### config.mk
export PLATFORM = sky130hd
export DESIGN_NAME = network_time_rtc
export DESIGN_NICKNAME = d
export VERILOG_FILES = /design/src/inc/rtc_pkg.sv /design/src/core/network_time_rtc.sv /design/src/core/rtc_time_add.sv
export SDC_FILE = /design/constraint.sdc
export NUM_CORES = 1
export LEC_CHECK = 0
export BUFFER_PORTS_ARGS = -buffer_cell sky130_fd_sc_hd__buf_4
export CORE_MARGIN = 3
export CORE_UTILIZATION = 40
export CTS_CLUSTER_SIZE = 16
export DETAILED_ROUTE_END_ITERATION = 8
export HOLD_SLACK_MARGIN = 0.08
export PLACE_DENSITY_LB_ADDON = 0.12
export SYNTH_ARGS = -nofsm -noshare
export SYNTH_HDL_FRONTEND = slang
export SYNTH_SLANG_ARGS = --single-unit
### constraint.sdc
create_clock -name clk -period 21.3 [get_ports clk]
set_input_delay 3.195 -clock clk [delete_from_list [all_inputs] [get_ports clk]]
set_output_delay 3.195 -clock clk [all_outputs]
set_load 0.005 [all_outputs]
### src/inc/rtc_pkg.sv
// package: field widths, constants and time record type of the network clock
package rtc_pkg;

  // ==========================================================================
  // field widths
  localparam int unsigned NS_W = 32;
  localparam int unsigned SUBNS_W = 20;
  localparam int unsigned SEC_W = 48;
  localparam int unsigned INC_W = 26;
  localparam int unsigned ACC_W = NS_W + SUBNS_W;

  // ==========================================================================
  // field positions of the increment word
  localparam int unsigned INC_NS_LSB = 20;
  localparam int unsigned INC_NS_W = INC_W - INC_NS_LSB;

  // ==========================================================================
  // counting constants
  localparam logic [NS_W-1:0] NS_PER_SEC = 32'h3b9aca00;
  localparam logic [SEC_W-1:0] SEC_ONE = 48'h000000000001;
  localparam logic [SEC_W-1:0] SEC_MAX = 48'hffffffffffff;

  // ==========================================================================
  // reset values
  localparam logic [INC_W-1:0] INC_RESET = 26'h0800000;
  localparam logic [SUBNS_W-1:0] SUBNS_RESET = 20'h00000;

  // ==========================================================================
  // derived clock output
  localparam logic [NS_W-1:0] TICK_FREQ_HZ = 32'h00001f40;
  localparam logic [NS_W-1:0] TICK_PERIOD_NS = NS_PER_SEC / TICK_FREQ_HZ;
  localparam logic [NS_W-1:0] TICK_HALF_NS = TICK_PERIOD_NS / 32'h00000002;

  // ==========================================================================
  // time record: seconds above nanoseconds
  typedef struct packed {
    logic [SEC_W-1:0] sec;
    logic [NS_W-1:0] ns;
  } rtcTime_t;

  localparam rtcTime_t TIME_RESET = '{sec: 48'h000000000000, ns: 32'h00000000};

endpackage : rtc_pkg
### src/core/network_time_rtc.sv
// network real-time clock: controlled-frequency counter, offset copy, 8 kHz tick
//
// Contract
// RULE1 - nanoseconds field is 32 bits and counts one second then returns to zero
// RULE2 - seconds field is 48 bits and sits beside nanoseconds
// RULE3 - seconds wrap to zero only from all ones
// RULE4 - increment resolution is one two-to-the-twentieth of a nanosecond
// RULE5 - 20-bit sub-nanoseconds field sits below nanoseconds as one accumulator
// RULE6 - all counting runs on the single reference clock
// RULE7 - 26-bit increment: top six bits to nanoseconds, low twenty to fraction
// RULE8 - increment is added to the counter every reference clock cycle
// RULE9 - counter starts at zero after reset and advances by the programmed increment
// RULE10 - increment value 0x800000 means exactly 8 ns per cycle
// RULE11 - increments up to just below 64 ns are supported
// RULE12 - nanoseconds offset added each cycle gives the synchronised nanoseconds output
// RULE13 - seconds step on synchronised one-second carry and take the seconds offset
// RULE14 - software steps the clock through seconds and nanoseconds offsets
// RULE15 - 8 kHz clock output derives from synchronised nanoseconds
// RULE16 - timestamp capture samples controlled-frequency nanoseconds, not synchronised
// RULE17 - carry past one billion subtracts one billion and adds a second same cycle
// RULE18 - written settings act from the next cycle and hold until rewritten
`timescale 1ns/1ps
module network_time_rtc
  import rtc_pkg::*;
(
  input wire logic clk,
  input wire logic rst_n,
  input wire logic incWrite,
  input wire logic [INC_W-1:0] incValue,
  input wire logic offsetWrite,
  input rtcTime_t offsetValue,
  input wire logic captureStrobe,
  output rtcTime_t syncTime,
  output rtcTime_t cfTime,
  output logic [INC_W-1:0] incSetting,
  output rtcTime_t offsetSetting,
  output logic [NS_W-1:0] capturedNs,
  output logic captureValid,
  output logic network_tick_8khz
);

  // ==========================================================================
  // state
  logic [INC_W-1:0] inc_q, inc_d;
  rtcTime_t offset_q, offset_d;
  rtcTime_t cf_q, cf_d; // see RULE2
  logic [SUBNS_W-1:0] sub_q, sub_d;
  rtcTime_t sync_q, sync_d;
  rtcTime_t syncSum;
  logic tick_q, tick_d;
  logic [NS_W-1:0] cap_q, cap_d;
  logic capValid_q, capValid_d;

  // ==========================================================================
  // helpers
  function automatic logic [ACC_W:0] accAdd(input logic [NS_W-1:0] ns,
                                           input logic [SUBNS_W-1:0] sub,
                                           input logic [INC_W-1:0] inc);
    logic [ACC_W:0] acc;
    acc = {1'b0, ns, sub} + {{(ACC_W + 1 - INC_W){1'b0}}, inc}; // see RULE7
    return acc;
  endfunction : accAdd

  function automatic logic tickLevel(input logic [NS_W-1:0] ns);
    logic [NS_W-1:0] phase;
    phase = ns % TICK_PERIOD_NS;
    return (phase < TICK_HALF_NS);
  endfunction : tickLevel

  // ==========================================================================
  // settings written by software
  always_comb
  begin
    inc_d = inc_q;
    offset_d = offset_q;
    if (incWrite)
    begin
      inc_d = incValue; // see RULE18
    end
    if (offsetWrite)
    begin
      offset_d = offsetValue; // see RULE14
    end
  end

  always_ff @(posedge clk or negedge rst_n)
  begin
    if (!rst_n)
    begin
      inc_q <= INC_RESET; // see RULE10
      offset_q <= TIME_RESET;
    end
    else
    begin
      inc_q <= inc_d;
      offset_q <= offset_d;
    end
  end

  // ==========================================================================
  // controlled-frequency counter
  logic [ACC_W:0] accNext;
  logic [NS_W:0] cfNsRaw;
  logic cfWrap;

  always_comb
  begin
    // fraction extends nanoseconds below bit 0, units of 2^-20 ns
    accNext = accAdd(cf_q.ns, sub_q, inc_q); // see RULE4
    cfNsRaw = accNext[ACC_W:SUBNS_W];
    cfWrap = (cfNsRaw >= {1'b0, NS_PER_SEC}); // see RULE1
    sub_d = accNext[SUBNS_W-1:0]; // see RULE5
    cf_d.ns = cfWrap ? NS_W'(cfNsRaw - {1'b0, NS_PER_SEC}) : cfNsRaw[NS_W-1:0]; // see RULE17
    // seconds roll over naturally from all ones only
    cf_d.sec = cf_q.sec + (cfWrap ? SEC_ONE : '0); // see RULE3
  end

  // every rising edge of the one reference clock advances the counter
  always_ff @(posedge clk or negedge rst_n) // see RULE6
  begin
    if (!rst_n)
    begin
      cf_q <= TIME_RESET; // see RULE9
      sub_q <= SUBNS_RESET;
    end
    else
    begin
      cf_q <= cf_d; // see RULE8
      sub_q <= sub_d;
    end
  end

  // ==========================================================================
  // synchronised copy: counter plus offset
  rtc_time_add offsetAdder (
    .a(cf_q),
    .b(offset_q),
    .sum(syncSum)
  );

  always_comb
  begin
    sync_d = syncSum; // see RULE12
    tick_d = tickLevel(sync_q.ns); // see RULE15
  end

  always_ff @(posedge clk or negedge rst_n)
  begin
    if (!rst_n)
    begin
      sync_q <= TIME_RESET;
      tick_q <= 1'b0;
    end
    else
    begin
      sync_q <= sync_d; // see RULE13
      tick_q <= tick_d;
    end
  end

  // ==========================================================================
  // timestamp capture from the smooth counter
  always_comb
  begin
    cap_d = cap_q;
    capValid_d = 1'b0;
    if (captureStrobe)
    begin
      cap_d = cf_q.ns; // see RULE16
      capValid_d = 1'b1;
    end
  end

  always_ff @(posedge clk or negedge rst_n)
  begin
    if (!rst_n)
    begin
      cap_q <= '0;
      capValid_q <= 1'b0;
    end
    else
    begin
      cap_q <= cap_d;
      capValid_q <= capValid_d;
    end
  end

  // ==========================================================================
  // outputs
  assign syncTime = sync_q;
  assign cfTime = cf_q;
  assign incSetting = inc_q;
  assign offsetSetting = offset_q;
  assign capturedNs = cap_q;
  assign captureValid = capValid_q;
  assign network_tick_8khz = tick_q;

  // ==========================================================================
  // checks
  logic afterReset_q;
  logic [ACC_W:0] accPrev_q;
  logic [NS_W:0] syncRaw_q;

  always_ff @(posedge clk or negedge rst_n)
  begin
    if (!rst_n)
    begin
      afterReset_q <= 1'b1;
      accPrev_q <= '0;
      syncRaw_q <= '0;
    end
    else
    begin
      afterReset_q <= 1'b0;
      accPrev_q <= accNext;
      syncRaw_q <= {1'b0, cf_q.ns} + {1'b0, offset_q.ns};
    end
  end
endmodule : network_time_rtc

### src/core/rtc_time_add.sv
// combinational sum of two time records with nanosecond wrap into seconds
`timescale 1ns/1ps
module rtc_time_add
  import rtc_pkg::*;
(
  input rtcTime_t a,
  input rtcTime_t b,
  output rtcTime_t sum
);

  logic [NS_W:0] nsSum;
  logic nsWrap;

  // ==========================================================================
  // nanosecond sum and carry into seconds
  always_comb
  begin
    nsSum = {1'b0, a.ns} + {1'b0, b.ns};
    nsWrap = (nsSum >= {1'b0, NS_PER_SEC});
    sum.ns = nsWrap ? NS_W'(nsSum - {1'b0, NS_PER_SEC}) : nsSum[NS_W-1:0]; // see RULE17
    sum.sec = a.sec + b.sec + (nsWrap ? SEC_ONE : '0); // see RULE13
  end

endmodule : rtc_time_add

==> impl_metrics.ini <==
[yosys]
yosys.cell_types.count = 153
async_reset_ff_share_pct = 100
synth_top_area_cell = dfrtp_1
netlist_area_um2 = 25600
yosysWarnings = 0
synth_edf_count = 0
ys_seq_elements = 320
synth_top_area_share_pct = 31.2
synthCells = 2759
syn_nets = 2982
postSynthAreaPerCell_um2 = 9.29
synth-seq-area-share_pct = 31.3
synth_flop_cell = dfrtp_1
synth.area.top_cells = dfrtp_1, xnor2_1, mux2_2, ha_1, a21oi_1

[layout]
syn_to_final_growth_pct = 20.4
multiInputGateArea_um2 = 16700
drive_gt1_share_pct = 25.4
final_cell_mix = buf_4, dfrtp_1, xnor2_1, nand2_1, a21oi_1
fill_cells = 5975
final_common_cell = buf_4
layout.nets = 3368
regArea_um2 = 8010

[grt]
grt_usage_pct = 24.7
grt_pass1_vias = 22700
grt_pass1_wl_um = 133000
grt_start_max_net_pins = 159
grt_antenna_before_repair = 1
grt_overflow_total = 0

[clock_network]
cts_tree = built
ctsHoldBuffers = 0
clkLatencyLatePin_ns = 0.57
cts.sinks = 320
numCtsBuffers = 41
cts_root_buf = clkbuf_16
cts.reportedPaths.clkPinSlew_ns = 0.06
htreeDepth = 2
clockBufferDepth = 3

[floorplan]
core_um2 = 63200
dieHeight_um = 259
fp.dieArea_um2 = 67100
die_w_um = 259
boundaryPins = 411
initial_utilization_pct = 40.5
rows = 92

[routing]
first_iter_violations = 1718
routedWlPerCell_um = 21.3
ant_nets = 0
routed_via_density = 5.78
drt_wl_total_um = 85700
num_vias = 23200
drc = 0
drtPass1Iterations = 6

[sta]
tightest_slew_ns = 1.03
finalCritPeriodShare_pct = 93.2
rsz0062_at_grt = false
max_freq_ghz = 0.0503
slew_violations = 0
min_period_ns = 19.86
hold_violations = 0
skew_ns = 0.0325
setup_tns_ns = 0
max_slew_margin_pct = 30.4
setup_violations = 0

[flow_run]
maxCapViolCount = 0

[critical_path]
timing.rr.end = network_tick_8khz$_DFF_PN0_
path_class = flop to flop
cp.arrival_ns = 20.34
ff2ff_path_depth = 59
rrSetupSlack_ns = 1.44
crit_required_ns = 21.77
cp_max_fo = 15
crit_slowest_cell = dfrtp_1
slowest_delay_ns = 0.67
start_kind = flop
endpoint_kind = flop
rr_startpoint = syncTime[19]$_DFF_PN0_
cp_common_cell = nor3_1

[placement]
io_buffers = 410
place_congestion = 0.894
place_hpwl_um = 67100

[min_path]
min-delay-start = sub_q[0]$_DFF_PN0_
hold_path.class = flop to flop
whs_path_depth = 1
hold_path_end = sub_q[0]$_DFF_PN0_

[outcome]
status = completed
stage by stage:
step	utilization, %	setup WS, ns	std cells	hold WS, ns	instance area [um^2]
after floorplan	-	5.32	2759	0.443	25600
after global placement	46.6	1.64	3948	0.454	29500
after detailed placement	46.6	1.20	3948	0.461	29500
after CTS	48.7	1.14	4018	0.474	30800
after global routing	48.8	0.0191	4018	0.503	30800
final	48.8	1.44	4020	0.469	30800
state kept, by name (all words and copies together), names as in the netlist:
signal             cells
network_tick_8khz      1
cfTime                80
sub_q                 20
incSetting            26
syncTime              80
captureValid           1
offsetSetting         80
capturedNs            32
cell usage after synthesis (9+ instances only):
master,instances
nor2_1,168
o211a_1,10
a31o_2,11
mux2_2,156
mux2i_1,39
o21ai_1,22
o21ai_2,9
o211ai_1,22
clkbuf_1,36
nor3_1,54
ha_1,108
and3_1,49
or4_1,11
nand3_1,89
buf_4,22
or2_2,17
xnor2_1,245
buf_2,19
o21ai_0,91
a31oi_1,20
nand2b_1,18
nor2b_1,15
a211oi_1,21
maj3_1,18
or3_1,13
nor4_1,27
dfrtp_1,319
inv_1,117
o21a_1,9
o31ai_1,13
o2111ai_1,10
a21oi_1,184
and4_1,10
nand2_1,205
buf_1,9
o21bai_1,94
a21o_1,22
a211o_1,13
o22ai_1,11
nand4_1,30
xor2_1,74
and2_1,33
nand3b_1,10
worst max-delay path, delay by kind of cell, from the launching register on:
family | cells | cell delay (ns)
simple gates | 17 | 5.02
fa+ha+maj | 2 | 0.58
buf+inv | 2 | 0.43
flops | 1 | 0.67
mux | 3 | 0.84
xor+xnor | 3 | 1.10
compound gates | 32 | 11.09
per-layer routing:
layer | part of all wire, % | vias to the layer above | global-route usage (%)
li1 | - | 11000 | -
met1 | 44 | 11400 | 33.0
met2 | 47 | 787 | 40.8
met3 | 7.6 | 95 | 5.55
met4 | 1.8 | 0 | 5.26
met5 | 0 | - | 0
cell type report:
class                      count  share of cell area (%)
clock inverter                13                   0.527
inverter                     118                    1.44
antenna                        2                  0.0162
multi-input combinational   2227                    54.1
clock buffer                  57                    3.82
sequential                   320                    26.0
timing repair buffer         437                    10.7
tap                          846                    3.43
worst max-delay path by stage:
stage	startpoint	endpoint	cells after the start
floorplan	syncTime[24]$_DFF_PN0_	network_tick_8khz$_DFF_PN0_	63
global placement	syncTime[19]$_DFF_PN0_	network_tick_8khz$_DFF_PN0_	61
detailed placement	syncTime[19]$_DFF_PN0_	network_tick_8khz$_DFF_PN0_	61
CTS	syncTime[19]$_DFF_PN0_	network_tick_8khz$_DFF_PN0_	61
global route	syncTime[28]$_DFF_PN0_	network_tick_8khz$_DFF_PN0_	59
finish	syncTime[19]$_DFF_PN0_	network_tick_8khz$_DFF_PN0_	59
kinds of logic after synthesis:
| group | share of synthesized area (%) |
|---|---|
| adder cells (fa/ha/maj) | 6.38 |
| AND/OR/NAND/NOR | 16.7 |
| buffers and inverters | 3.74 |
| AO/OA/AOI/OAI | 21.6 |
| flip-flops | 31.3 |
| multiplexers | 8.81 |
| XOR/XNOR | 11.5 |
what timing repair did:
| item | 4_1_cts | 5_1_grt |
|---|---|---|
| buffers inserted | 0 | 0 |
| resized for setup | 0 | 6 |
| endpoints found under the hold margin | 0 | 0 |
| setup endpoints to repair | 0 | 1 |
Power is left out: the tool's default activity adds up to more than one toggle a clock period on the data nets, which glitch-free logic cannot reach.
